$ cat config.mk
export PLATFORM = sky130hd
export DESIGN_NAME = ocd_core
export DESIGN_NICKNAME = d
export VERILOG_FILES = /design/src/common/ocd_pkg.sv /design/src/hw/ocd_decode.sv /design/src/hw/ocd_core.sv
export SDC_FILE = /design/constraint.sdc
export NUM_CORES = 1
export LEC_CHECK = 0
export ABC_AREA = 1
export BUFFER_PORTS_ARGS = -buffer_cell sky130_fd_sc_hd__clkbuf_2
export CAP_MARGIN = 20
export CORE_MARGIN = 2
export CORE_UTILIZATION = 40
export DETAILED_ROUTE_END_ITERATION = 16
export SYNTH_ARGS = -nofsm -noshare
export SYNTH_HDL_FRONTEND = slang
export SYNTH_SLANG_ARGS = --single-unit
$ cat constraint.sdc
create_clock -name clk_sys -period 2.29 [get_ports clk_sys]
set_input_delay 0.1145 -clock clk_sys [delete_from_list [all_inputs] [get_ports clk_sys]]
set_output_delay 0.1145 -clock clk_sys [all_outputs]
set_load 0.02 [all_outputs]
$ cat src/common/ocd_pkg.sv
// Constants and types for the opcode decoder and wait/stop power control.
// Assumes one clock domain; the sequencer consumes decode results combinationally.
//
// Function
// - 0x00-0x0F bit-test-branch 3 bytes 5 cycles; 0x10-0x1F bit set/clear 2 bytes 5 cycles.
// - 0x20-0x2F relative branches, 2 bytes 3 cycles, low nibble is condition.
// - Columns 3-7 read-modify-write, operation chosen by low nibble.
// - RMW timing: page-zero 2/5, register 1/3, byte-offset 2/6, zero-offset 1/5; test (low nibble D) one cycle less except register.
// - 0x42 is one-byte unsigned 8x8 multiply taking 11 cycles.
// - 0x80,0x81,0x83,0x8E,0x8F: interrupt return, return, software interrupt, stop, wait.
// - 0x97-0x9D and 0x9F: one-byte two-cycle register and flag operations; 0x9E is unassigned.
// - Columns A-F share one operation per low nibble.
// - Arithmetic/load forms: 2/2, 2/3, 3/4, 3/5, 2/4, 1/3 bytes/cycles.
// - Stores lack immediate form; memory forms take 4, 5, 6, 5, 4 cycles.
// - 0xAD branch to subroutine 2/6; subroutine jump and jump cycle tables.
// - Wait halts the CPU clock; timer, serial units and watchdog keep running.
// - Wait ends on timer, serial, SPI, pin interrupt or watchdog/pin reset.
// - Timer runs during wait always; serial units may be disabled by software.
// - Interrupt exit from wait leaves peripheral state unchanged.
// - Reset exit from wait returns peripherals to disabled reset state.
// - Stop halts oscillator and all units; wakes on low interrupt pin or pin reset.

package ocd_pkg;

  typedef enum logic [4:0] {
    OCD_ILLEGAL, OCD_BRANCH_IF_BIT_SET, OCD_BRANCH_IF_BIT_CLEAR, OCD_SET_MEMORY_BIT,
    OCD_CLEAR_MEMORY_BIT, OCD_BRANCH, OCD_RMW, OCD_UNSIGNED_PRODUCT,
    OCD_RETURN_FROM_INTERRUPT, OCD_RETURN_FROM_SUB, OCD_SOFTWARE_INTERRUPT, OCD_STOP, OCD_WAIT,
    OCD_COPY_ACC_TO_INDEX, OCD_CLEAR_CARRY, OCD_SET_CARRY, OCD_CLEAR_IRQ_MASK,
    OCD_SET_IRQ_MASK, OCD_RESET_STACK_POINTER, OCD_NOP, OCD_COPY_INDEX_TO_ACC, OCD_ALU,
    OCD_BRANCH_TO_SUBROUTINE
  } ocd_class_t;

  typedef enum logic [3:0] {
    OCD_NO_OPERAND_FORM, OCD_LITERAL_OPERAND_FORM, OCD_PAGE_ZERO_FORM, OCD_FULL_ADDRESS_FORM,
    OCD_WORD_OFFSET_INDEXED, OCD_BYTE_OFFSET_INDEXED, OCD_ZERO_OFFSET_INDEXED,
    OCD_PC_OFFSET_FORM, OCD_BIT_TEST_BRANCH_FORM, OCD_BIT_MODIFY_FORM, OCD_ACC_FORM,
    OCD_INDEX_FORM
  } ocd_form_t;

  // Low nibble operation codes shared by the register/memory columns
  localparam logic [3:0] OCD_OP_STORE_ACC = 4'h7;
  localparam logic [3:0] OCD_OP_JUMP = 4'hC;
  localparam logic [3:0] OCD_OP_JSR = 4'hD;
  localparam logic [3:0] OCD_OP_STORE_INDEX = 4'hF;
  localparam logic [3:0] OCD_OP_TEST = 4'hD;

  // Cycle counts
  localparam logic [3:0] OCD_CYC_BIT = 4'h5;
  localparam logic [3:0] OCD_CYC_BRANCH = 4'h3;
  localparam logic [3:0] OCD_CYC_MUL = 4'hB;
  localparam logic [3:0] OCD_CYC_RTI = 4'h9;
  localparam logic [3:0] OCD_CYC_RTS = 4'h6;
  localparam logic [3:0] OCD_CYC_SWI = 4'hA;
  localparam logic [3:0] OCD_CYC_SHORT = 4'h2;
  localparam logic [3:0] OCD_CYC_BSR = 4'h6;
  localparam logic [3:0] OCD_CYC_RMW_DIR = 4'h5;
  localparam logic [3:0] OCD_CYC_RMW_REG = 4'h3;
  localparam logic [3:0] OCD_CYC_RMW_IX1 = 4'h6;
  localparam logic [3:0] OCD_CYC_RMW_IX = 4'h5;
  // Column A..F base cycles for plain arithmetic/load, index by column-0xA
  localparam logic [23:0] OCD_CYC_ALU_TAB = {4'h3, 4'h4, 4'h5, 4'h4, 4'h3, 4'h2};
  localparam logic [23:0] OCD_CYC_STORE_TAB = {4'h4, 4'h5, 4'h6, 4'h5, 4'h4, 4'h0};
  localparam logic [23:0] OCD_CYC_JMP_TAB = {4'h2, 4'h3, 4'h4, 4'h3, 4'h2, 4'h0};
  localparam logic [23:0] OCD_CYC_JSR_TAB = {4'h5, 4'h6, 4'h7, 4'h6, 4'h5, 4'h6};
  localparam logic [11:0] OCD_LEN_TAB = {2'd1, 2'd2, 2'd3, 2'd3, 2'd2, 2'd2};

  // Power state after reset
  typedef enum logic [1:0] {OCD_RUN, OCD_WAITING, OCD_STOPPED} ocd_pwr_t;

endpackage

$ cat src/hw/ocd_decode.sv
`timescale 1ns/1ps
// Pure combinational opcode decoder.
// Assumes opcode is stable for the cycle it is fetched.
module ocd_decode (
  input wire logic [7:0] opcode,
  output ocd_pkg::ocd_class_t op_class,
  output ocd_pkg::ocd_form_t op_form,
  output logic [3:0] op_sub,
  output logic [1:0] op_len,
  output logic [3:0] op_cycles,
  output logic op_illegal
);
  wire [3:0] hi = opcode[7:4];
  wire [3:0] lo = opcode[3:0];
  wire [2:0] col = 3'(hi - 4'hA);
  wire rmw_hole = (lo == 4'h1) || (lo == 4'h2) || (lo == 4'h5) || (lo == 4'hB) || (lo == 4'hE);
  wire [3:0] alu_cyc = ocd_pkg::OCD_CYC_ALU_TAB[col*4 +: 4];
  wire [3:0] sto_cyc = ocd_pkg::OCD_CYC_STORE_TAB[col*4 +: 4];
  wire [3:0] jmp_cyc = ocd_pkg::OCD_CYC_JMP_TAB[col*4 +: 4];
  wire [3:0] jsr_cyc = ocd_pkg::OCD_CYC_JSR_TAB[col*4 +: 4];
  wire [1:0] col_len = ocd_pkg::OCD_LEN_TAB[col*2 +: 2];
  wire [3:0] test_adj = (lo == ocd_pkg::OCD_OP_TEST) ? 4'h1 : 4'h0;

  assign op_illegal = (op_class == ocd_pkg::OCD_ILLEGAL);

  always_comb
  begin
    op_class = ocd_pkg::OCD_ILLEGAL;
    op_form = ocd_pkg::OCD_NO_OPERAND_FORM;
    op_sub = lo;
    op_len = 2'd1;
    op_cycles = 4'h0;
    case (hi)
      4'h0:
      begin
        op_class = lo[0] ? ocd_pkg::OCD_BRANCH_IF_BIT_CLEAR : ocd_pkg::OCD_BRANCH_IF_BIT_SET;
        op_form = ocd_pkg::OCD_BIT_TEST_BRANCH_FORM;
        op_sub = {1'b0, lo[3:1]};
        op_len = 2'd3;
        op_cycles = ocd_pkg::OCD_CYC_BIT;
      end
      4'h1:
      begin
        op_class = lo[0] ? ocd_pkg::OCD_CLEAR_MEMORY_BIT : ocd_pkg::OCD_SET_MEMORY_BIT;
        op_form = ocd_pkg::OCD_BIT_MODIFY_FORM;
        op_sub = {1'b0, lo[3:1]};
        op_len = 2'd2;
        op_cycles = ocd_pkg::OCD_CYC_BIT;
      end
      4'h2:
      begin
        op_class = ocd_pkg::OCD_BRANCH;
        op_form = ocd_pkg::OCD_PC_OFFSET_FORM;
        op_len = 2'd2;
        op_cycles = ocd_pkg::OCD_CYC_BRANCH;
      end
      4'h3, 4'h4, 4'h5, 4'h6, 4'h7:
      begin
        if (opcode == 8'h42)
        begin
          op_class = ocd_pkg::OCD_UNSIGNED_PRODUCT;
          op_cycles = ocd_pkg::OCD_CYC_MUL;
        end
        else if (!rmw_hole)
        begin
          op_class = ocd_pkg::OCD_RMW;
          case (hi)
            4'h3:
            begin
              op_form = ocd_pkg::OCD_PAGE_ZERO_FORM;
              op_len = 2'd2;
              op_cycles = 4'(ocd_pkg::OCD_CYC_RMW_DIR - test_adj);
            end
            4'h4:
            begin
              op_form = ocd_pkg::OCD_ACC_FORM;
              op_cycles = ocd_pkg::OCD_CYC_RMW_REG;
            end
            4'h5:
            begin
              op_form = ocd_pkg::OCD_INDEX_FORM;
              op_cycles = ocd_pkg::OCD_CYC_RMW_REG;
            end
            4'h6:
            begin
              op_form = ocd_pkg::OCD_BYTE_OFFSET_INDEXED;
              op_len = 2'd2;
              op_cycles = 4'(ocd_pkg::OCD_CYC_RMW_IX1 - test_adj);
            end
            default:
            begin
              op_form = ocd_pkg::OCD_ZERO_OFFSET_INDEXED;
              op_cycles = 4'(ocd_pkg::OCD_CYC_RMW_IX - test_adj);
            end
          endcase
        end
      end
      4'h8:
      begin
        op_cycles = ocd_pkg::OCD_CYC_SHORT;
        case (lo)
          4'h0:
          begin
            op_class = ocd_pkg::OCD_RETURN_FROM_INTERRUPT;
            op_cycles = ocd_pkg::OCD_CYC_RTI;
          end
          4'h1:
          begin
            op_class = ocd_pkg::OCD_RETURN_FROM_SUB;
            op_cycles = ocd_pkg::OCD_CYC_RTS;
          end
          4'h3:
          begin
            op_class = ocd_pkg::OCD_SOFTWARE_INTERRUPT;
            op_cycles = ocd_pkg::OCD_CYC_SWI;
          end
          4'hE: op_class = ocd_pkg::OCD_STOP;
          4'hF: op_class = ocd_pkg::OCD_WAIT;
          default: op_cycles = 4'h0;
        endcase
      end
      4'h9:
      begin
        op_cycles = ocd_pkg::OCD_CYC_SHORT;
        case (lo)
          4'h7: op_class = ocd_pkg::OCD_COPY_ACC_TO_INDEX;
          4'h8: op_class = ocd_pkg::OCD_CLEAR_CARRY;
          4'h9: op_class = ocd_pkg::OCD_SET_CARRY;
          4'hA: op_class = ocd_pkg::OCD_CLEAR_IRQ_MASK;
          4'hB: op_class = ocd_pkg::OCD_SET_IRQ_MASK;
          4'hC: op_class = ocd_pkg::OCD_RESET_STACK_POINTER;
          4'hD: op_class = ocd_pkg::OCD_NOP;
          4'hF: op_class = ocd_pkg::OCD_COPY_INDEX_TO_ACC;
          default: op_cycles = 4'h0;
        endcase
      end
      default:
      begin
        op_class = ocd_pkg::OCD_ALU;
        op_form = ocd_pkg::ocd_form_t'(4'(col) + 4'd1);
        if (col == 3'd5)
          op_form = ocd_pkg::OCD_ZERO_OFFSET_INDEXED;
        op_len = col_len;
        op_cycles = alu_cyc;
        if (lo == ocd_pkg::OCD_OP_STORE_ACC || lo == ocd_pkg::OCD_OP_STORE_INDEX)
          op_cycles = sto_cyc;
        else if (lo == ocd_pkg::OCD_OP_JUMP)
          op_cycles = jmp_cyc;
        else if (lo == ocd_pkg::OCD_OP_JSR)
          op_cycles = jsr_cyc;
        if (col == 3'd0 && lo == ocd_pkg::OCD_OP_JSR)
        begin
          op_class = ocd_pkg::OCD_BRANCH_TO_SUBROUTINE;
          op_form = ocd_pkg::OCD_PC_OFFSET_FORM;
        end
        if (op_cycles == 4'h0)
          op_class = ocd_pkg::OCD_ILLEGAL;
      end
    endcase
    if (op_class == ocd_pkg::OCD_ILLEGAL)
    begin
      op_form = ocd_pkg::OCD_NO_OPERAND_FORM;
      op_len = 2'd1;
      op_cycles = 4'h0;
    end
  end
endmodule

$ cat src/hw/ocd_core.sv
`timescale 1ns/1ps
// Top: opcode decode plus wait/stop power sequencing.
// Assumes the sequencer pulses exec_strobe when an opcode completes execution.
module ocd_core (
  input wire logic clk_sys,
  input wire logic rst_n,
  input wire logic [7:0] opcode,
  input wire logic exec_strobe,
  input wire logic timer_irq,
  input wire logic serial_irq,
  input wire logic spi_irq,
  input wire logic irq_pin_n,
  input wire logic watchdog_reset,
  input wire logic reset_pin_n,
  output ocd_pkg::ocd_class_t op_class,
  output ocd_pkg::ocd_form_t op_form,
  output logic [3:0] op_sub,
  output logic [1:0] op_len,
  output logic [3:0] op_cycles,
  output logic op_illegal,
  output logic cpu_clk_en,
  output logic osc_en,
  output logic periph_run,
  output logic periph_reset,
  output logic wake_irq
);
  ocd_pkg::ocd_pwr_t pwr_r, pwr_nxt;
  logic [2:0] irqp_s_r;
  logic [2:0] rstp_s_r;
  logic periph_reset_r;
  logic wake_irq_r;

  ocd_decode u_dec (
    .opcode(opcode),
    .op_class(op_class),
    .op_form(op_form),
    .op_sub(op_sub),
    .op_len(op_len),
    .op_cycles(op_cycles),
    .op_illegal(op_illegal)
  );

  ////////////////////////////////////////////////////////////////////////
  // Pin synchronisers: a low counts once stages two and three agree; a high counts as soon as stage two reads it
  always_ff @(posedge clk_sys)
  begin
    if (!rst_n)
    begin
      irqp_s_r <= 3'b111;
      rstp_s_r <= 3'b111;
    end
    else
    begin
      irqp_s_r <= {irqp_s_r[1:0], irq_pin_n};
      rstp_s_r <= {rstp_s_r[1:0], reset_pin_n};
    end
  end
  wire irq_low = !irqp_s_r[1] && !irqp_s_r[2];
  wire pin_reset = !rstp_s_r[1] && !rstp_s_r[2];

  ////////////////////////////////////////////////////////////////////////
  wire any_reset = watchdog_reset || pin_reset;
  // Watchdog is frozen in stop, so it must not turn a pin wake into a reset exit
  wire exit_reset = (pwr_r == ocd_pkg::OCD_STOPPED) ? pin_reset : any_reset;
  wire wait_wake = timer_irq || serial_irq || spi_irq || irq_low;
  wire go_wait = exec_strobe && (op_class == ocd_pkg::OCD_WAIT);
  wire go_stop = exec_strobe && (op_class == ocd_pkg::OCD_STOP);

  always_comb
  begin
    pwr_nxt = pwr_r;
    case (pwr_r)
      ocd_pkg::OCD_RUN:
        if (go_wait)
          pwr_nxt = ocd_pkg::OCD_WAITING;
        else if (go_stop)
          pwr_nxt = ocd_pkg::OCD_STOPPED;
      ocd_pkg::OCD_WAITING:
        if (any_reset || wait_wake)
          pwr_nxt = ocd_pkg::OCD_RUN;
      ocd_pkg::OCD_STOPPED:
        // Watchdog is halted in stop, so only the pin interrupt or pin reset wakes
        if (irq_low || pin_reset)
          pwr_nxt = ocd_pkg::OCD_RUN;
      default: pwr_nxt = ocd_pkg::OCD_RUN;
    endcase
    if (pwr_r != ocd_pkg::OCD_STOPPED && any_reset)
      pwr_nxt = ocd_pkg::OCD_RUN;
  end

  always_ff @(posedge clk_sys)
  begin
    if (!rst_n)
    begin
      pwr_r <= ocd_pkg::OCD_RUN;
      periph_reset_r <= 1'b0;
      wake_irq_r <= 1'b0;
    end
    else
    begin
      pwr_r <= pwr_nxt;
      // Reset exit disables peripherals; interrupt exit leaves them alone
      periph_reset_r <= exit_reset;
      wake_irq_r <= (pwr_r != ocd_pkg::OCD_RUN) && (pwr_nxt == ocd_pkg::OCD_RUN)
        && !exit_reset;
    end
  end

  assign cpu_clk_en = (pwr_r == ocd_pkg::OCD_RUN);
  assign osc_en = (pwr_r != ocd_pkg::OCD_STOPPED);
  // Timer has no off switch in wait; serial units gate themselves via their own enables
  assign periph_run = (pwr_r != ocd_pkg::OCD_STOPPED);
  assign periph_reset = periph_reset_r;
  assign wake_irq = wake_irq_r;
endmodule

== After elaboration in Yosys (flattened, before gate mapping) ==
Index checks and enable logic that the tools add are counted.

* Flip-flop bits (word level): 10
* Input bits: 17
* Logic and storage cells: 125

* $add $sub $neg: 4
* Eq/ne operators: 29
* Shift operators: 5
* Muxes and demuxes: 41
* Reductions and logical operators: 41

{| class="wikitable"
|+ Operators with widths
! cell !! count
|-
| $shiftx A24 B6 Y4 const A || 4
|-
| $pmux W4 S5 || 3
|-
| $mux W4 || 13
|-
| $eq A4 B4 Y1 const B || 10
|-
| $pmux W5 S8 || 1
|-
| $pmux W4 S4 || 2
|-
| $pmux W5 S6 || 1
|-
| $eq A4 B3 Y1 const B || 6
|-
| $mux W2 || 12
|-
| $eq A4 B2 Y1 const B || 4
|-
| $logic_not A4 Y1 || 3
|-
| $reduce_or A2 Y1 || 6
|-
| $shiftx A12 B5 Y2 const A || 1
|-
| $logic_or A1 B1 Y1 || 11
|-
| $eq A5 B4 Y1 const B || 2
|-
| $mux W5 || 2
|-
| $reduce_or A10 Y1 || 1
|-
| $eq A4 B1 Y1 const B || 2
|-
| $eq A8 B7 Y1 const B || 1
|-
| $logic_and A1 B1 Y1 || 8
|-
| $pmux W2 S4 || 1
|-
| $pmux W4 S2 || 1
|-
| $reduce_or A8 Y1 || 1
|-
| $sub A3 B4 Y4 const A || 2
|-
| 15 further kinds || 22
|}

== Depth between registers and ports, before layout ==
* Depth in word-level cells: 18
* Depth in mapped cells: 17
* Depth with buffers taken out: 17

== Hierarchy ==
Synthesis repeated with hierarchy kept, for this count alone.

* Cells, all modules: 279
* Area total of the unflattened synthesis: 1,491.4 sq um

{| class="wikitable"
|+ By module, submodules not included
! module !! instances !! cells each !! area an instance (sq um)
|-
| ocd_decode || 1 || 214 || 1,031.0
|-
| ocd_core || 1 || 65 || 460.4
|}

== Least setup slack after synthesis ==
Ideal clock, no wire load.

* Path type: input -> output
* From: input opcode[4]
* To: output op_len[1]
* Arrival time: 1,816 ps
* Required time: 2,176 ps
* Slack: 359 ps
* Stages on the path: 13
* Buffers on the path: 0
* Path through: inv_1 > ha_1 > inv_1 > a21oi_2 > nor2_4 > nand3_4 > nor2_8 > nand2_2 > nand2_2 > nor2_2 > nand2_2 > inv_4 > a21oi_2

* Word-level cells in the longest chain between the ends: 11

{| class="wikitable"
|+ RTL lines
! item !! line !! RTL
|-
| start: declaration || ocd_core.sv:7 || <nowiki>input wire logic [7:0] opcode,</nowiki>
|-
| $sub A3 B2 Y3 || ocd_decode.sv:15 || <nowiki>wire [2:0] col = 3'(hi - 4'hA);</nowiki>
|-
| $shiftx A24 B6 Y4 (on tied branches) || ocd_decode.sv:17, ocd_decode.sv:20 ||
|-
| $mux W4 || ocd_decode.sv:149 || <nowiki>else if (lo == ocd_pkg::OCD_OP_JSR)</nowiki>
|-
| $mux W4 || ocd_decode.sv:147 || <nowiki>else if (lo == ocd_pkg::OCD_OP_JUMP)</nowiki>
|-
| $mux W4 || ocd_decode.sv:145 || <nowiki>if (lo == ocd_pkg::OCD_OP_STORE_ACC || lo == ocd_pkg::OCD_OP_STORE_INDEX)</nowiki>
|-
| $mux W4 || ocd_decode.sv:33 || <nowiki>case (hi)</nowiki>
|-
| $logic_not A4 Y1 || ocd_decode.sv:156 || <nowiki>if (op_cycles == 4'h0)</nowiki>
|-
| $mux W5 || ocd_decode.sv:156 ||
|-
| $pmux W5 S6 (*) || ocd_decode.sv:33 ||
|-
| net op_class[4] || ocd_core.sv:15 || <nowiki>output ocd_pkg::ocd_class_t op_class,</nowiki>
|-
| $logic_not A5 Y1 (*) || n/a ||
|-
| net op_illegal || ocd_core.sv:20 || <nowiki>output logic op_illegal,</nowiki>
|-
| $mux W2 (*) || ocd_decode.sv:160 || <nowiki>if (op_class == ocd_pkg::OCD_ILLEGAL)</nowiki>
|-
| end: declaration || ocd_core.sv:18 || <nowiki>output logic [1:0] op_len,</nowiki>
|}

Mark *: on every way through the listed nets, which the timed path passes. The rest lies on a longest branch. The select of a mux whose other input is x is not followed.

== Final worst setup path ==
* From: input opcode[5]
* To: output op_form[2]

* Word-level cells in the longest chain between the ends: 11

{| class="wikitable"
|+ RTL lines
! item !! line !! RTL
|-
| $sub A3 B2 Y3 || ocd_decode.sv:15 ||
|-
| $shiftx A24 B6 Y4 (on tied branches) || ocd_decode.sv:17, ocd_decode.sv:20 ||
|-
| $mux W4 || ocd_decode.sv:149 ||
|-
| $mux W4 || ocd_decode.sv:147 ||
|-
| $mux W4 || ocd_decode.sv:145 ||
|-
| $mux W4 || ocd_decode.sv:33 ||
|-
| $logic_not A4 Y1 || ocd_decode.sv:156 ||
|-
| $mux W5 || ocd_decode.sv:156 ||
|-
| $pmux W5 S6 || ocd_decode.sv:33 ||
|-
| $logic_not A5 Y1 || ocd_decode.sv:160 ||
|-
| $mux W4 (*) || ocd_decode.sv:160 ||
|-
| end: declaration || ocd_core.sv:16 || <nowiki>output ocd_pkg::ocd_form_t op_form,</nowiki>
|}

Every way passes the cells marked *; elsewhere a longest branch is shown, timed or not. The select of a mux whose other input is x is not followed.

==> Implementation_results.wiki <==
{| class="wikitable"
! Metric !! Value
|-
| Die width || 67.5 um
|-
| Data arrival time of the critical path || 1.98 ns
|-
| Crit path launch type || input port
|-
| Detailed-placement wirelength estimate || 3760 um
|-
| Total CTS buffers || 3
|-
| Residual antenna-violating net count after detailed routing || 0
|-
| Clock-pin slew reported for the worst setup and hold paths after clock tree synthesis || 0.05 ns
|-
| Residual DRC count || 0
|-
| Dominant synthesized flop cell || sky130_fd_sc_hd__dfxtp_1
|-
| Unrepaired setup endpoints after global routing || no
|-
| Fraction of registers with async set/reset || 0
|-
| Avg Inst Size Synth || 6.20 um2
|-
| Overall die height || 67.5 um
|-
| Routed WL per cell || 11.8 um
|-
| DIE AREA || 4550 um2
|-
| Worst IR Drop VDD || 0.338 mV
|-
| Post-Layout Cell Count || 364
|-
| Synthesized area || 1610 um2
|-
| Wire length of the first global-routing pass || 7020 um
|-
| Via count of the first global-routing pass || 1586
|-
| Number of input and output port buffers inserted || 41
|-
| Critical path fanouts, max || 5
|-
| Buffers inserted during post-CTS setup optimization || 0
|-
| Top cells by area, synth || sky130_fd_sc_hd__nand2_1 13%, sky130_fd_sc_hd__dfxtp_1 12%, sky130_fd_sc_hd__inv_1 7.7%
|-
| Clock latency of the later-clocked register in the worst-skew pair || 0.24 ns
|-
| Required time worst endpoint || 2.18 ns
|-
| Largest net degree at the start of global routing || 12
|-
| Worst Skew || 0.00349 ns
|-
| Count of yosys warnings during synthesis || 0
|-
| Pwr Density || 434 nW/um2
|-
| Outcome || finished, final reports clean
|-
| Placement Setup Slack || 0.124 ns
|-
| Routed via count || 1797
|-
| Share of the synthesized area in the top cell type || 0.133
|-
| Count of hold-fix buffers inserted at cts || 0
|-
| Number of antenna violations at the first check in global routing || 0
|-
| Layout cell share with drive strength beyond 1 || 0.408
|-
| Total cell area at the placement stage || 1950 um2
|-
| Mapped Nets || 282
|-
| Share of the yosys chip area belonging to registers || 0.124
|-
| Leakage power total || 1.06 nW
|-
| Post-synthesis to final-layout area growth || 25.2%
|-
| Footprint of the flip-flops and latches || 200 um2
|-
| Worst slack on hold paths || 0.0599 ns
|-
| Slew margin rel. || 0.709
|-
| Hold Fails Final Rpt || 0
|-
| Synth Register Bits || 10
|-
| Initial cell density of the core || 0.409
|-
| Area of the multi-input gates || 1240 um2
|-
| H-tree levels || 1
|-
| Upper clock frequency limit || 477 MHz
|-
| Minimum period implied by the final worst setup slack || 2.09 ns
|-
| CTS Sinks || 10
|-
| Aggregate negative setup slack || 0 ns
|-
| Routed via count divided by cell count || 4.94
|-
| Count of fill cells added during filler insertion || 423
|-
| Overall overflow remaining after global route || 0
|-
| Max Buffers Root-to-Sink || 2
|-
| Overall routed net length || 4290 um
|-
| Floorplan row count || 23
|-
| Area of the placeable core || 3940 um2
|-
| Number of enable-type register cells in the synthesized netlist || 0
|-
| Final design utilization || 0.512
|-
| Worst Path Class, Setup || in -> out
|-
| Cell Count Post-Placement || 360
|-
| Power Total || 875 uW
|-
| Synth cell types || 36
|-
| Detailed router's first-iteration violation count || 76
|-
| Worst Slack Setup Final || 0.196 ns
|-
| Root Driver || sky130_fd_sc_hd__clkbuf_8
|-
| Largest area contributor in the netlist || sky130_fd_sc_hd__nand2_1
|-
| Antenna fix cells || 0
|-
| GPL Wtd Cong || 0.906
|-
| I/O Pins || 42
|-
| Worst setup EP type || primary output
|-
| Layout Cell Area excl Fill || 2020 um2
|-
| Clock tree from TritonCTS || done
|-
| Final net count || 337
|-
| Path type of the worst min-delay path || in -> reg
|-
| DR pass1 iterations || 4
|-
| Final period utilization || 0.915
|-
| Global-route usage over all layers || 0.200
|-
| Synthesized netlist cell count || 260
|-
| Number of max-capacitance violations reported || 0
|-
| # setup viols final || 0
|-
| Least-Margin Pin Slew || 0.432 ns
|-
| Number of max-slew violations in the final report || 0
|}
[cells by family after synthesis]
| kind of cell | after synthesis | share of synthesized area |
|---|---|---|
| adders and majority gates | 5 | 0.0388 |
| AOI/OAI and AO/OA | 46 | 0.171 |
| buffers and inverters | 43 | 0.113 |
| and+or+nand+nor | 156 | 0.553 |
| DFF | 10 | 0.124 |
[path summary, 6_finish.rpt]
path / startpoint / to / slack, ns / depth (start not counted)
hold / removal: reset_pin_n / rstp_s_r[0]$_SDFF_PN1_ / 0.06 / 2
setup / recovery: opcode[5] / op_form[2] / 0.20 / 18
setup reg to reg: pwr_r[1]$_SDFF_PN0_ / wake_irq$_SDFF_PN0_ / 0.90 / 8
hold reg to reg: irqp_s_r[0]$_SDFF_PN1_ / irqp_s_r[1]$_SDFF_PN1_ / 0.41 / 1
[repair_timing]
| action | CTS | global route |
|---|---|---|
| resized for setup | 0 | 8 |
| endpoints found under the setup margin | 0 | 7 |
| endpoints found under the hold margin | 0 | 0 |
[cell usage after synthesis, types with 4 or more instances]
cell type	number
sky130_fd_sc_hd__nor2_4	7
sky130_fd_sc_hd__nor2_2	12
sky130_fd_sc_hd__inv_2	4
sky130_fd_sc_hd__or2_2	7
sky130_fd_sc_hd__o211ai_1	5
sky130_fd_sc_hd__a21oi_2	5
sky130_fd_sc_hd__nand3_2	7
sky130_fd_sc_hd__o21ai_0	12
sky130_fd_sc_hd__a21oi_1	16
sky130_fd_sc_hd__nand2_2	10
sky130_fd_sc_hd__inv_1	33
sky130_fd_sc_hd__nand2_4	4
sky130_fd_sc_hd__nand3_1	9
sky130_fd_sc_hd__nand2_1	57
sky130_fd_sc_hd__ha_1	5
sky130_fd_sc_hd__nor2_1	26
sky130_fd_sc_hd__dfxtp_1	10
[power by group]
part	internal [mW]	switching (mW)	leakage, nW	total (mW)
combinational	0.161	0.316	0.947	0.477
sequential	0.180	0.00153	0.0821	0.181
clock	0.151	0.0662	0.0288	0.217
[cells in the final DEF, fill, tap and decap left out, types with 2 or more instances in the layout]
cell                       Yosys  routed
sky130_fd_sc_hd__nor2_1       26      26
sky130_fd_sc_hd__o211ai_1      5       5
sky130_fd_sc_hd__nand2_4       4       4
sky130_fd_sc_hd__nor2_8        2       2
sky130_fd_sc_hd__or2_2         7       7
sky130_fd_sc_hd__nor2_4        7       8
sky130_fd_sc_hd__nand3b_1      2       2
sky130_fd_sc_hd__inv_2         4       8
sky130_fd_sc_hd__nand3_2       7       7
sky130_fd_sc_hd__clkbuf_8      0       4
sky130_fd_sc_hd__o21ai_0      12      12
sky130_fd_sc_hd__a21oi_1      16      15
sky130_fd_sc_hd__buf_4         3      12
sky130_fd_sc_hd__clkbuf_2      0      41
sky130_fd_sc_hd__dfxtp_1      10      10
sky130_fd_sc_hd__nor4_1        2       2
sky130_fd_sc_hd__ha_1          5       4
sky130_fd_sc_hd__o22ai_1       2       2
sky130_fd_sc_hd__nor3_1        3       2
sky130_fd_sc_hd__nand2_2      10      10
sky130_fd_sc_hd__a21oi_2       5       6
sky130_fd_sc_hd__o21ai_1       2       2
sky130_fd_sc_hd__nor3_2        1       2
sky130_fd_sc_hd__inv_4         2       2
sky130_fd_sc_hd__nand2_1      57      57
sky130_fd_sc_hd__nand3_1       9       9
sky130_fd_sc_hd__inv_1        33      29
sky130_fd_sc_hd__nand4_1       3       3
sky130_fd_sc_hd__nor2_2       12      11
[worst max-delay path: stages]
cell                       delay (ns)
sky130_fd_sc_hd__clkbuf_2        0.09
sky130_fd_sc_hd__inv_1           0.09
sky130_fd_sc_hd__ha_2            0.32
sky130_fd_sc_hd__inv_2           0.11
sky130_fd_sc_hd__nor2_1          0.05
sky130_fd_sc_hd__inv_1           0.08
sky130_fd_sc_hd__a21oi_1         0.05
sky130_fd_sc_hd__nand2_1         0.07
sky130_fd_sc_hd__nand3_2         0.09
sky130_fd_sc_hd__nor2_2          0.12
sky130_fd_sc_hd__nand2_2         0.08
sky130_fd_sc_hd__nand2_2         0.10
sky130_fd_sc_hd__nand4_1         0.10
sky130_fd_sc_hd__nor2_2          0.11
sky130_fd_sc_hd__nand2_2         0.11
sky130_fd_sc_hd__inv_4           0.11
sky130_fd_sc_hd__nor2_2          0.04
sky130_fd_sc_hd__clkbuf_2        0.16
[state kept, by name, summed over array words and instances (netlist names)]
name	count
irqp_s_r	3
pwr_r	2
periph_reset	1
rstp_s_r	3
wake_irq	1
[routing by layer]
layer  part of all wire  track usage  vias to the layer above
met4              0.014       0.0357                        0
met1               0.50        0.280                      794
met3              0.043       0.0400                        6
li1                   -            -                      950
met2               0.44        0.317                       47
met5                  0            0                        -
[area by class of cell]
class                           instances  share of cell area
Clock buffer                            4              0.0273
Inverter                               40              0.0794
Sequential cell                        10              0.0992
Timing Repair Buffer                   53               0.146
Tap cell                               50              0.0310
Multi-Input combinational cell        207               0.617
Note: power is estimated with default switching activity, not from simulation.
